[src/verilog/arsf_pkg.sv]
// Package with register map, field layout and reset values of the result flags.
package arsf_pkg;
    localparam int          NUM_CH         = 8;
    localparam int          ADDR_W         = 4;
    localparam int          DATA_W         = 32;
    localparam int          RES_W          = 10;
    // Register word indexes; channel reads share index 8 with the clear write.
    localparam logic [3:0]  OFF_CTRL       = 4'h0;
    localparam logic [3:0]  OFF_MODE       = 4'h1;
    localparam logic [3:0]  OFF_CH_EN      = 4'h2;
    localparam logic [3:0]  OFF_CH_DIS     = 4'h3;
    localparam logic [3:0]  OFF_CH_STAT    = 4'h4;
    localparam logic [3:0]  OFF_STATUS     = 4'h5;
    localparam logic [3:0]  OFF_LAST       = 4'h6;
    localparam logic [3:0]  OFF_IRQ_EN     = 4'h7;
    localparam logic [3:0]  OFF_IRQ_CLR    = 4'h8;
    localparam logic [3:0]  OFF_IRQ_STAT   = 4'h9;
    localparam logic [3:0]  OFF_CH_BASE    = 4'h8;
    // Status and last-result register field positions.
    localparam int          POS_EOC        = 0;
    localparam int          POS_OVR        = 8;
    localparam int          POS_READY      = 16;
    localparam int          POS_GOVR       = 17;
    localparam int          POS_SLEEPING   = 18;
    localparam int          POS_LAST_CH    = 16;
    // Control and mode bit positions.
    localparam int          POS_START      = 1;
    localparam int          POS_SLEEP_SEL  = 5;
    // Interrupt event bit positions.
    localparam int          IRQ_READY      = 0;
    localparam int          IRQ_GOVR       = 1;
    localparam int          IRQ_W          = 2;
    localparam logic [31:0] RST_ZERO       = 32'h0000_0000;
endpackage : arsf_pkg

[src/verilog/arsf_chan.sv]
// One channel: stored result, end-of-conversion flag and overrun flag.
`timescale 1ns/1ps
`default_nettype none
module arsf_chan #(
    parameter int RES_W = 10
) (
    // Clock and reset.
    input  wire  logic             sys_clk,
    input  wire  logic             reset,
    // Events.
    input  wire  logic             store,
    input  wire  logic [RES_W-1:0] result,
    input  wire  logic             clr_eoc,
    input  wire  logic             clr_ovr,
    // State.
    output logic                   eoc_ff,
    output logic                   ovr_ff,
    output logic [RES_W-1:0]       data_ff
);
    if (RES_W < 1) begin : g_bad_width
        $error("arsf_chan: result width must be positive");
    end

    typedef struct packed {
        logic             eoc;
        logic             ovr;
        logic [RES_W-1:0] data;
    } arsf_ch_s;

    arsf_ch_s st_ff;
    arsf_ch_s nxt_st;

    always_comb begin
        nxt_st = st_ff;
        if (clr_eoc) begin
            nxt_st.eoc = 1'b0;
        end
        if (clr_ovr) begin
            nxt_st.ovr = 1'b0;
        end
        // A new result wins over a clear of its own flag.
        if (store) begin
            nxt_st.data = result;
            nxt_st.eoc  = 1'b1;
            if (st_ff.eoc && !clr_eoc) begin
                nxt_st.ovr = 1'b1;
            end
        end
    end

    always_ff @(posedge sys_clk or posedge reset) begin
        if (reset) begin
            st_ff <= '0;
        end else begin
            st_ff <= nxt_st;
        end
    end

    assign eoc_ff  = st_ff.eoc;
    assign ovr_ff  = st_ff.ovr;
    assign data_ff = st_ff.data;
endmodule : arsf_chan
`default_nettype wire

[src/verilog/arsf_top.sv]
// Result registers, status flags and deferred sleep of the converter.
// Behaviour
// - Data-ready flag clears only on last-result read, never on channel reads.
// - Data-ready never sets on an event that stores no new result.
// - Enabled-channel end of conversion sets data-ready despite a coincident read.
// - Disable coinciding with another channel's end still stores and sets ready.
// - Reading channel or last-result register clears that channel's eoc flag.
// - A channel read clears only the read channel's eoc flag.
// - Status read with end of conversion still clears or sets general overrun.
// - End of conversion with data-ready set sets general overrun, except on a last-result read.
// - Channel read with other channel's end sets general overrun when due.
// - Disable with other end, eoc and ready set, sets both overruns.
// - Status read clears channel overrun unless a new result finds its eoc still set.
// - Channel disabled mid-conversion gets no eoc; software ignores disabled eoc.
// - Sleep chosen while idle takes effect after the next conversion ends.
`timescale 1ns/1ps
`default_nettype none
module arsf_top #(
    parameter int NUM_CH = arsf_pkg::NUM_CH,
    parameter int RES_W  = arsf_pkg::RES_W
) (
    // Clock and reset.
    input  wire  logic                          sys_clk,
    input  wire  logic                          reset,
    // Register port.
    input  wire  logic [arsf_pkg::ADDR_W-1:0]   reg_addr,
    input  wire  logic [arsf_pkg::DATA_W-1:0]   reg_wdata,
    input  wire  logic                          reg_wr,
    input  wire  logic                          reg_rd,
    output logic [arsf_pkg::DATA_W-1:0]         reg_rdata,
    // Conversion core.
    input  wire  logic                          conv_done,
    input  wire  logic [$clog2(NUM_CH)-1:0]     conv_chan,
    input  wire  logic [RES_W-1:0]              conv_result,
    input  wire  logic                          conv_busy,
    output logic                                conv_start,
    output logic                                sleep_now,
    // Interrupt.
    output logic                                irq
);
    localparam int CW = $clog2(NUM_CH);

    if (NUM_CH < 2 || NUM_CH > 8 || (NUM_CH & (NUM_CH - 1)) != 0
        || RES_W < 1 || RES_W > 16) begin : g_bad_cfg
        $error("arsf_top: unsupported channel count or width");
    end

    typedef struct packed {
        logic [NUM_CH-1:0]           ch_en;
        logic [NUM_CH-1:0]           aborted;
        logic                        ready;
        logic                        govr;
        logic [RES_W-1:0]            last;
        logic [CW-1:0]               last_ch;
        logic                        sleep_sel;
        logic                        sleep_arm;
        logic                        sleeping;
        logic [arsf_pkg::IRQ_W-1:0]  irq_stat;
        logic [arsf_pkg::IRQ_W-1:0]  irq_en;
        logic [arsf_pkg::DATA_W-1:0] rdata;
        logic                        start;
        logic                        irq;
    } arsf_st_s;

    arsf_st_s st_ff;
    arsf_st_s nxt_st;

    // Per-channel signals.
    logic [NUM_CH-1:0] ch_store;
    logic [NUM_CH-1:0] ch_clr_eoc;
    logic [NUM_CH-1:0] ch_eoc;
    logic [NUM_CH-1:0] ch_ovr;
    logic [RES_W-1:0]  ch_data [NUM_CH];

    // Decoded accesses.
    logic              rd_status;
    logic              rd_last;
    logic              rd_chan;
    logic [CW-1:0]     rd_chan_idx;
    logic              wr_dis;
    logic              done_ok;
    logic              any_eoc_before;

    assign rd_status   = reg_rd && reg_addr == arsf_pkg::OFF_STATUS;
    assign rd_last     = reg_rd && reg_addr == arsf_pkg::OFF_LAST;
    assign rd_chan     = reg_rd && reg_addr >= arsf_pkg::OFF_CH_BASE;
    assign rd_chan_idx = CW'(reg_addr - arsf_pkg::OFF_CH_BASE);
    assign wr_dis      = reg_wr && reg_addr == arsf_pkg::OFF_CH_DIS;
    // Only a finish on a channel still enabled and not disabled mid-run
    // stores a result; an aborted conversion stores nothing.
    assign done_ok     = conv_done && st_ff.ch_en[conv_chan]
                         && !st_ff.aborted[conv_chan];
    assign any_eoc_before = done_ok && ch_eoc[conv_chan];

    genvar gi;
    generate
        for (gi = 0; gi < NUM_CH; gi++) begin : g_ch
            // Clear is taken from the decoded read index or, on a last-result read, from the last channel.
            assign ch_store[gi]   = done_ok && conv_chan == CW'(gi);
            assign ch_clr_eoc[gi] = (rd_chan && rd_chan_idx == CW'(gi))
                || (rd_last && st_ff.last_ch == CW'(gi));
            arsf_chan #(
                .RES_W (RES_W)
            ) u_chan (
                .sys_clk (sys_clk),
                .reset   (reset),
                .store   (ch_store[gi]),
                .result  (conv_result),
                .clr_eoc (ch_clr_eoc[gi]),
                .clr_ovr (rd_status),
                .eoc_ff  (ch_eoc[gi]),
                .ovr_ff  (ch_ovr[gi]),
                .data_ff (ch_data[gi])
            );
        end
    endgenerate

    localparam int DATA_W_L = arsf_pkg::DATA_W;
    logic [DATA_W_L-1:0] status_word;

    always_comb begin
        status_word = '0;
        status_word[arsf_pkg::POS_EOC +: NUM_CH]  = ch_eoc;
        status_word[arsf_pkg::POS_OVR +: NUM_CH]  = ch_ovr;
        status_word[arsf_pkg::POS_READY]          = st_ff.ready;
        status_word[arsf_pkg::POS_GOVR]           = st_ff.govr;
        status_word[arsf_pkg::POS_SLEEPING]       = st_ff.sleeping;
    end

    always_comb begin
        nxt_st       = st_ff;
        nxt_st.start = 1'b0;
        // Read data, valid only in the cycle after the read strobe.
        nxt_st.rdata = '0;
        if (reg_rd) begin
            case (reg_addr)
                arsf_pkg::OFF_MODE: begin
                    nxt_st.rdata[arsf_pkg::POS_SLEEP_SEL] = st_ff.sleep_sel;
                end
                arsf_pkg::OFF_CH_STAT: begin
                    nxt_st.rdata[NUM_CH-1:0] = st_ff.ch_en;
                end
                arsf_pkg::OFF_STATUS: begin
                    nxt_st.rdata = status_word;
                end
                arsf_pkg::OFF_LAST: begin
                    nxt_st.rdata[RES_W-1:0] = st_ff.last;
                    nxt_st.rdata[arsf_pkg::POS_LAST_CH +: CW] = st_ff.last_ch;
                end
                arsf_pkg::OFF_IRQ_EN: begin
                    nxt_st.rdata[arsf_pkg::IRQ_W-1:0] = st_ff.irq_en;
                end
                default: begin
                    if (rd_chan) begin
                        nxt_st.rdata[RES_W-1:0] = ch_data[rd_chan_idx];
                    end
                end
            endcase
        end
        if (reg_wr) begin
            case (reg_addr)
                arsf_pkg::OFF_CTRL: begin
                    nxt_st.start = reg_wdata[arsf_pkg::POS_START];
                end
                arsf_pkg::OFF_MODE: begin
                    nxt_st.sleep_sel = reg_wdata[arsf_pkg::POS_SLEEP_SEL];
                end
                arsf_pkg::OFF_CH_EN: begin
                    nxt_st.ch_en = st_ff.ch_en | reg_wdata[NUM_CH-1:0];
                end
                arsf_pkg::OFF_IRQ_EN: begin
                    nxt_st.irq_en = reg_wdata[arsf_pkg::IRQ_W-1:0];
                end
                default: begin
                end
            endcase
        end
        // Disable: mark a running conversion on that channel as aborted.
        if (wr_dis) begin
            nxt_st.ch_en = st_ff.ch_en & ~reg_wdata[NUM_CH-1:0];
            if (conv_busy && !conv_done) begin
                nxt_st.aborted = st_ff.aborted
                    | (reg_wdata[NUM_CH-1:0] & (NUM_CH'(1) << conv_chan));
            end
        end
        if (conv_done) begin
            nxt_st.aborted[conv_chan] = 1'b0;
        end
        // Data-ready: cleared only by a last-result read.
        if (rd_last) begin
            nxt_st.ready = 1'b0;
        end
        // General overrun: a status read clears it, a new overrun wins.
        if (rd_status) begin
            nxt_st.govr = 1'b0;
        end
        if (done_ok) begin
            nxt_st.ready   = 1'b1;
            nxt_st.last    = conv_result;
            nxt_st.last_ch = conv_chan;
            if (st_ff.ready && !rd_last) begin
                nxt_st.govr = 1'b1;
            end
            nxt_st.irq_stat[arsf_pkg::IRQ_READY] = 1'b1;
            if (st_ff.ready && !rd_last) begin
                nxt_st.irq_stat[arsf_pkg::IRQ_GOVR] = 1'b1;
            end
        end
        // Sleep armed by selection, entered after the next conversion end.
        if (!st_ff.sleep_sel) begin
            nxt_st.sleep_arm = 1'b0;
            nxt_st.sleeping  = 1'b0;
        end else if (!st_ff.sleep_arm && !st_ff.sleeping) begin
            nxt_st.sleep_arm = 1'b1;
        end
        if (st_ff.sleep_sel && st_ff.sleep_arm && conv_done) begin
            nxt_st.sleeping  = 1'b1;
            nxt_st.sleep_arm = 1'b0;
        end
        if (nxt_st.start) begin
            nxt_st.sleeping = 1'b0;
            nxt_st.sleep_arm = st_ff.sleep_sel;
        end
        // Interrupt clear; a coincident event wins.
        if (reg_wr && reg_addr == arsf_pkg::OFF_IRQ_CLR) begin
            nxt_st.irq_stat = st_ff.irq_stat
                & ~reg_wdata[arsf_pkg::IRQ_W-1:0];
            if (done_ok) begin
                nxt_st.irq_stat[arsf_pkg::IRQ_READY] = 1'b1;
                if (st_ff.ready && !rd_last) begin
                    nxt_st.irq_stat[arsf_pkg::IRQ_GOVR] = 1'b1;
                end
            end
        end
        nxt_st.irq = |(nxt_st.irq_stat & nxt_st.irq_en);
    end

    always_ff @(posedge sys_clk or posedge reset) begin
        if (reset) begin
            st_ff <= '0;
        end else begin
            st_ff <= nxt_st;
        end
    end

    assign reg_rdata  = st_ff.rdata;
    assign conv_start = st_ff.start;
    assign sleep_now  = st_ff.sleeping;
    assign irq        = st_ff.irq;
endmodule : arsf_top
`default_nettype wire
[config.mk]
export PLATFORM = sky130hd
export DESIGN_NAME = arsf_top
export DESIGN_NICKNAME = d
export VERILOG_FILES = /design/src/verilog/arsf_pkg.sv /design/src/verilog/arsf_chan.sv /design/src/verilog/arsf_top.sv
export SDC_FILE = /design/constraint.sdc
export NUM_CORES = 1
export LEC_CHECK = 0
export ABC_AREA = 1
export BUFFER_PORTS_ARGS = -buffer_cell sky130_fd_sc_hd__buf_2
export CAP_MARGIN = 10
export CORE_MARGIN = 10
export CORE_UTILIZATION = 35
export DETAILED_ROUTE_END_ITERATION = 7
export PLACE_DENSITY = 0.63
export SLEW_MARGIN = 20
export SYNTH_ARGS = -nofsm -noshare
export SYNTH_HDL_FRONTEND = slang
export SYNTH_HIERARCHICAL = 1
export SYNTH_SLANG_ARGS = --single-unit
[constraint.sdc]
create_clock -name sys_clk -period 4 [get_ports sys_clk]
set_input_delay 0 -clock sys_clk [delete_from_list [all_inputs] [get_ports sys_clk]]
set_output_delay 0 -clock sys_clk [all_outputs]
set_load 0.005 [all_outputs]
==> results <==
- Fill cells in the final layout number 2239.
- In this run the cell area of the synthesized design comes to 7730 sq um.
- The worst setup path is captured at a register.
- The most common cell after layout, fill and taps aside is sky130_fd_sc_hd__nand2_1.
- The maximum cell stage delay along the critical path is around 530 ps.
- Summing all flip-flop and latch instances after layout gives about 3900 sq um.
- The clock passes through at most 2 buffers.
- Compared with the post-synthesis result, the final layout area differs by 13.6%.
- The core region is about 22000 sq um.
- The final global-route overflow total is 0.
- After synthesis, the mean cell area works out to 7.61 sq um.
- The post-synthesis register bit count is roughly 160.
- The final layout contains routed wiring with a total length of 22.0 mm.
- The die covers about 28000 sq um.
- The number of pins exceeding their max-slew limit in the final report is 0.
- The category of the worst setup path launch point is an input pin.
- The post-placement worst setup slack is 1700 ps.
- STA puts the critical path data arrival time at 2760 ps.
- The number of different library cells used by synthesis comes to 29.
- On the final layout, the worst clock skew is 10.3 ps.
- The clock tree root driver cell is sky130_fd_sc_hd__clkbuf_16.
- Dividing total power by cell area gives a power density of 504 nW/um^2.
- The total of cells resized after clock tree synthesis is 0.
- The area of the multi-input gates is 2880 sq um.
- The fraction of final layout cells with drive strength greater than 1 is 11.6%.
- The run finished with clean final reports.
- In the routed design, unresolved DRC markers number 0.
- VDD sags by at most 0.287 mV.
- The tree built by TritonCTS fans out to ~160 sinks.
- The initial antenna violation count came to 0.
- Setup repair after global routing left no endpoint under its margin.
- The total iterations of the first detailed-routing run is 5.
- The final-layout worst hold slack is 23.1 ps.
- Along the worst path, the maximum fanout reaches 21.
- The final setup TNS is 0 ps.
- The finished layout holds 1354 standard cells, fillers aside.
- After detailed routing, the number of vias per cell comes to between 4 and 5.
- The wire length of the first global-routing pass is 35.2 mm.
- The path type of the worst min-delay path is input pin to register.
- The routed layout has ~6500 vias.
- The count of buffers added on input and output ports is 52.
- In this run the core area contains 54 standard-cell rows.
- The part of the Yosys area used for sequential elements is 50.2%.
- In this run the count of I/O pins placed on the die edge is 90.
- The starting utilization of the core area is a little over a third.
- The worst endpoint required time is 4310 ps.
- The count of placed standard cells including taps is 1299.
- The TritonCTS clock tree is yes.
- The tool flagged a number of max-cap violations equal to 0.
- The final critical delay including setup and external delays is between 2000 and 2500 ps.
- The later pin in the worst-skew pair is clocked with a latency of 430 ps.
- Entering global routing, the biggest net connects 52 pins.
- The die outline height is 169 um.
- The final number of hold-violating endpoints is 0.
- The half-perimeter wire length after detailed placement is 15.3 mm.
- The combined global-route utilization of all metal layers is 15.5%.
- For the pin with the worst max-slew slack, the measured transition is 995 ps.
- After layout, the worst setup slack is 1560 ps.
- The total setup violations reported at the end of the flow is 0.
- The average routed wire per standard cell is about 16 um.
- Once detail routing completed, the nets flagged for antenna violations numbered 0.
- The most numerous cell type found on the critical path is sky130_fd_sc_hd__nand2_1.
- The number of antenna diodes in the final layout is 0.
- In this run, CTS created clock tree buffers numbering 17.
- After clock tree synthesis, the clock-pin slew on the worst setup and hold paths is 60 ps.
- The number of nets in the final layout is around 1100.
- The die is 169 um wide.
- For this design the static power due to leakage is approximately 0.0046 uW.
- The number of DRC markers after the initial detailed-route iteration is 653.
- The final weighted congestion in routability-driven placement is a little under 0.9.
- The worst path uses 61.1% of the clock period.
- In the layout the commonest cells are sky130_fd_sc_hd__nand2_1 (461), sky130_fd_sc_hd__dfrtp_1 (155), sky130_fd_sc_hd__inv_1 (110).
- The via count of the first global-routing pass came to between 6000 and 7000.
- Timing would allow up to between 400 and 500 MHz.
- The worst-path cell with the longest stage delay is sky130_fd_sc_hd__dlygate4sd3_1.
- The clock tree synthesis step divided the H-tree into 4 levels.
- The number of warning messages in the yosys log is 6.
- The relative slew slack is 33.5%.
- The setup path with the least slack is of type input pin to register.
- The post-synthesis instance total is 1015.
- The critical path goes through dlygate4sd3_1 > buf_2 > inv_2 > nand2_2 > nor2_1 > nor2_1 > nand2_1 > nand2_1 > nand2_2 > nand2_2 > inv_2 > nand2_1 > nor2_1 > buf_4 > inv_2 > nand2_1 > nand2_1.
[Yosys cell counts (all sizes together)]
cell type	instances	area [sq um]
clkbuf	6	22.5
o21ai	19	98.9
o32ai	1	8.76
a21oi	38	190
conb	1	3.75
nor4	1	12.5
or2	1	6.26
a31oi	9	56.3
buf	66	514
clkinv	1	3.75
nand4	2	12.5
nor2	50	213
nand3	38	190
inv	126	473
o2111ai	22	193
o31ai	4	30.0
dfrtp	155	3880
mux2i	2	20.0
nor3	4	20.0
nand2	467	1770
o22ai	2	12.5
[cells by family after synthesis]
group | share of synthesized area (%)
and+or+nand+nor | 28.8
buffers and inverters | 13.1
AOI/OAI and AO/OA | 7.63
muxes | 0.259
DFF | 50.2
other | 0.0485
[through the flow]
step	cell area (sq um)	util [%]	power, uW
after global placement	7940	36.5	2740
after CTS	8780	40.3	4450
after floorplan	7770	-	2560
after detailed placement	7940	36.5	2770
final	8780	40.3	4420
after global routing	8780	40.3	4670
[state kept, by name, summed over array words and instances (netlist names), named ones only]
signal / cells
conv_start: 1
g_ch.u_chan/data_ff: 80
g_ch.u_chan/eoc_ff: 8
g_ch.u_chan/ovr_ff: 8
irq: 1
reg_rdata: 19
sleep_now: 1
st_ff: 29
[power by group]
part,leakage (uW),internal [uW],switching (uW)
sequential,0.00195,1880,178
combinational,0.00238,251,452
clock,0.000296,1010,649
total,0.00463,3140,1280
[routing by layer]
metal / part of all wire, % / GRT usage (%)
met5: 0 / 0
met4: 2.1 / 4.54
met3: 5.9 / 3.68
met2: 46 / 24.0
met1: 46 / 21.0
[critical path: cells and delay by family]
| kind | cells | cell delay (ps) |
|---|---|---|
| buffers and inverters | 6 | 1530 |
| AND/OR/NAND/NOR | 11 | 1200 |
[final cells by class]
type / count / area share [%]
Clock buffer: 20 / 5.20
Sequential cell: 155 / 44.2
Timing Repair Buffer: 88 / 6.73
Tap cell: 280 / 3.99
Clock inverter: 11 / 1.64
Multi-Input combinational cell: 673 / 32.8
Inverter: 127 / 5.43
[path summary, 6_finish.rpt]
| path | to | slack [ps] | cells past startpoint | from |
|---|---|---|---|---|
| hold reg to reg | g_ch[7].u_chan/data_ff[0]$_DFFE_PP0P_ | 470 | 2 | g_ch[7].u_chan/data_ff[0]$_DFFE_PP0P_ |
| setup / recovery | g_ch[5].u_chan/data_ff[3]$_DFFE_PP0P_ | 1560 | 17 | conv_chan[1] |
| hold / removal | st_ff[37]$_DFF_PP0_ | 20 | 4 | reg_addr[3] |
| setup reg to reg | g_ch[5].u_chan/data_ff[3]$_DFFE_PP0P_ | 1630 | 15 | st_ff[61]$_DFF_PP0_ |
| max in group asynchronous | st_ff[57]$_DFF_PP0_ | 2930 | 4 | reset |
| min in group asynchronous | reg_rdata[17]$_DFF_PP0_ | 140 | 3 | reset |
[timing repair]
| action | in CTS | in global routing |
|---|---|---|
| setup buffers | 0 | 0 |
| hold buffers | 24 | 0 |
| endpoints found under the hold margin | 224 | 0 |
(Power assumes the default switching activity.)
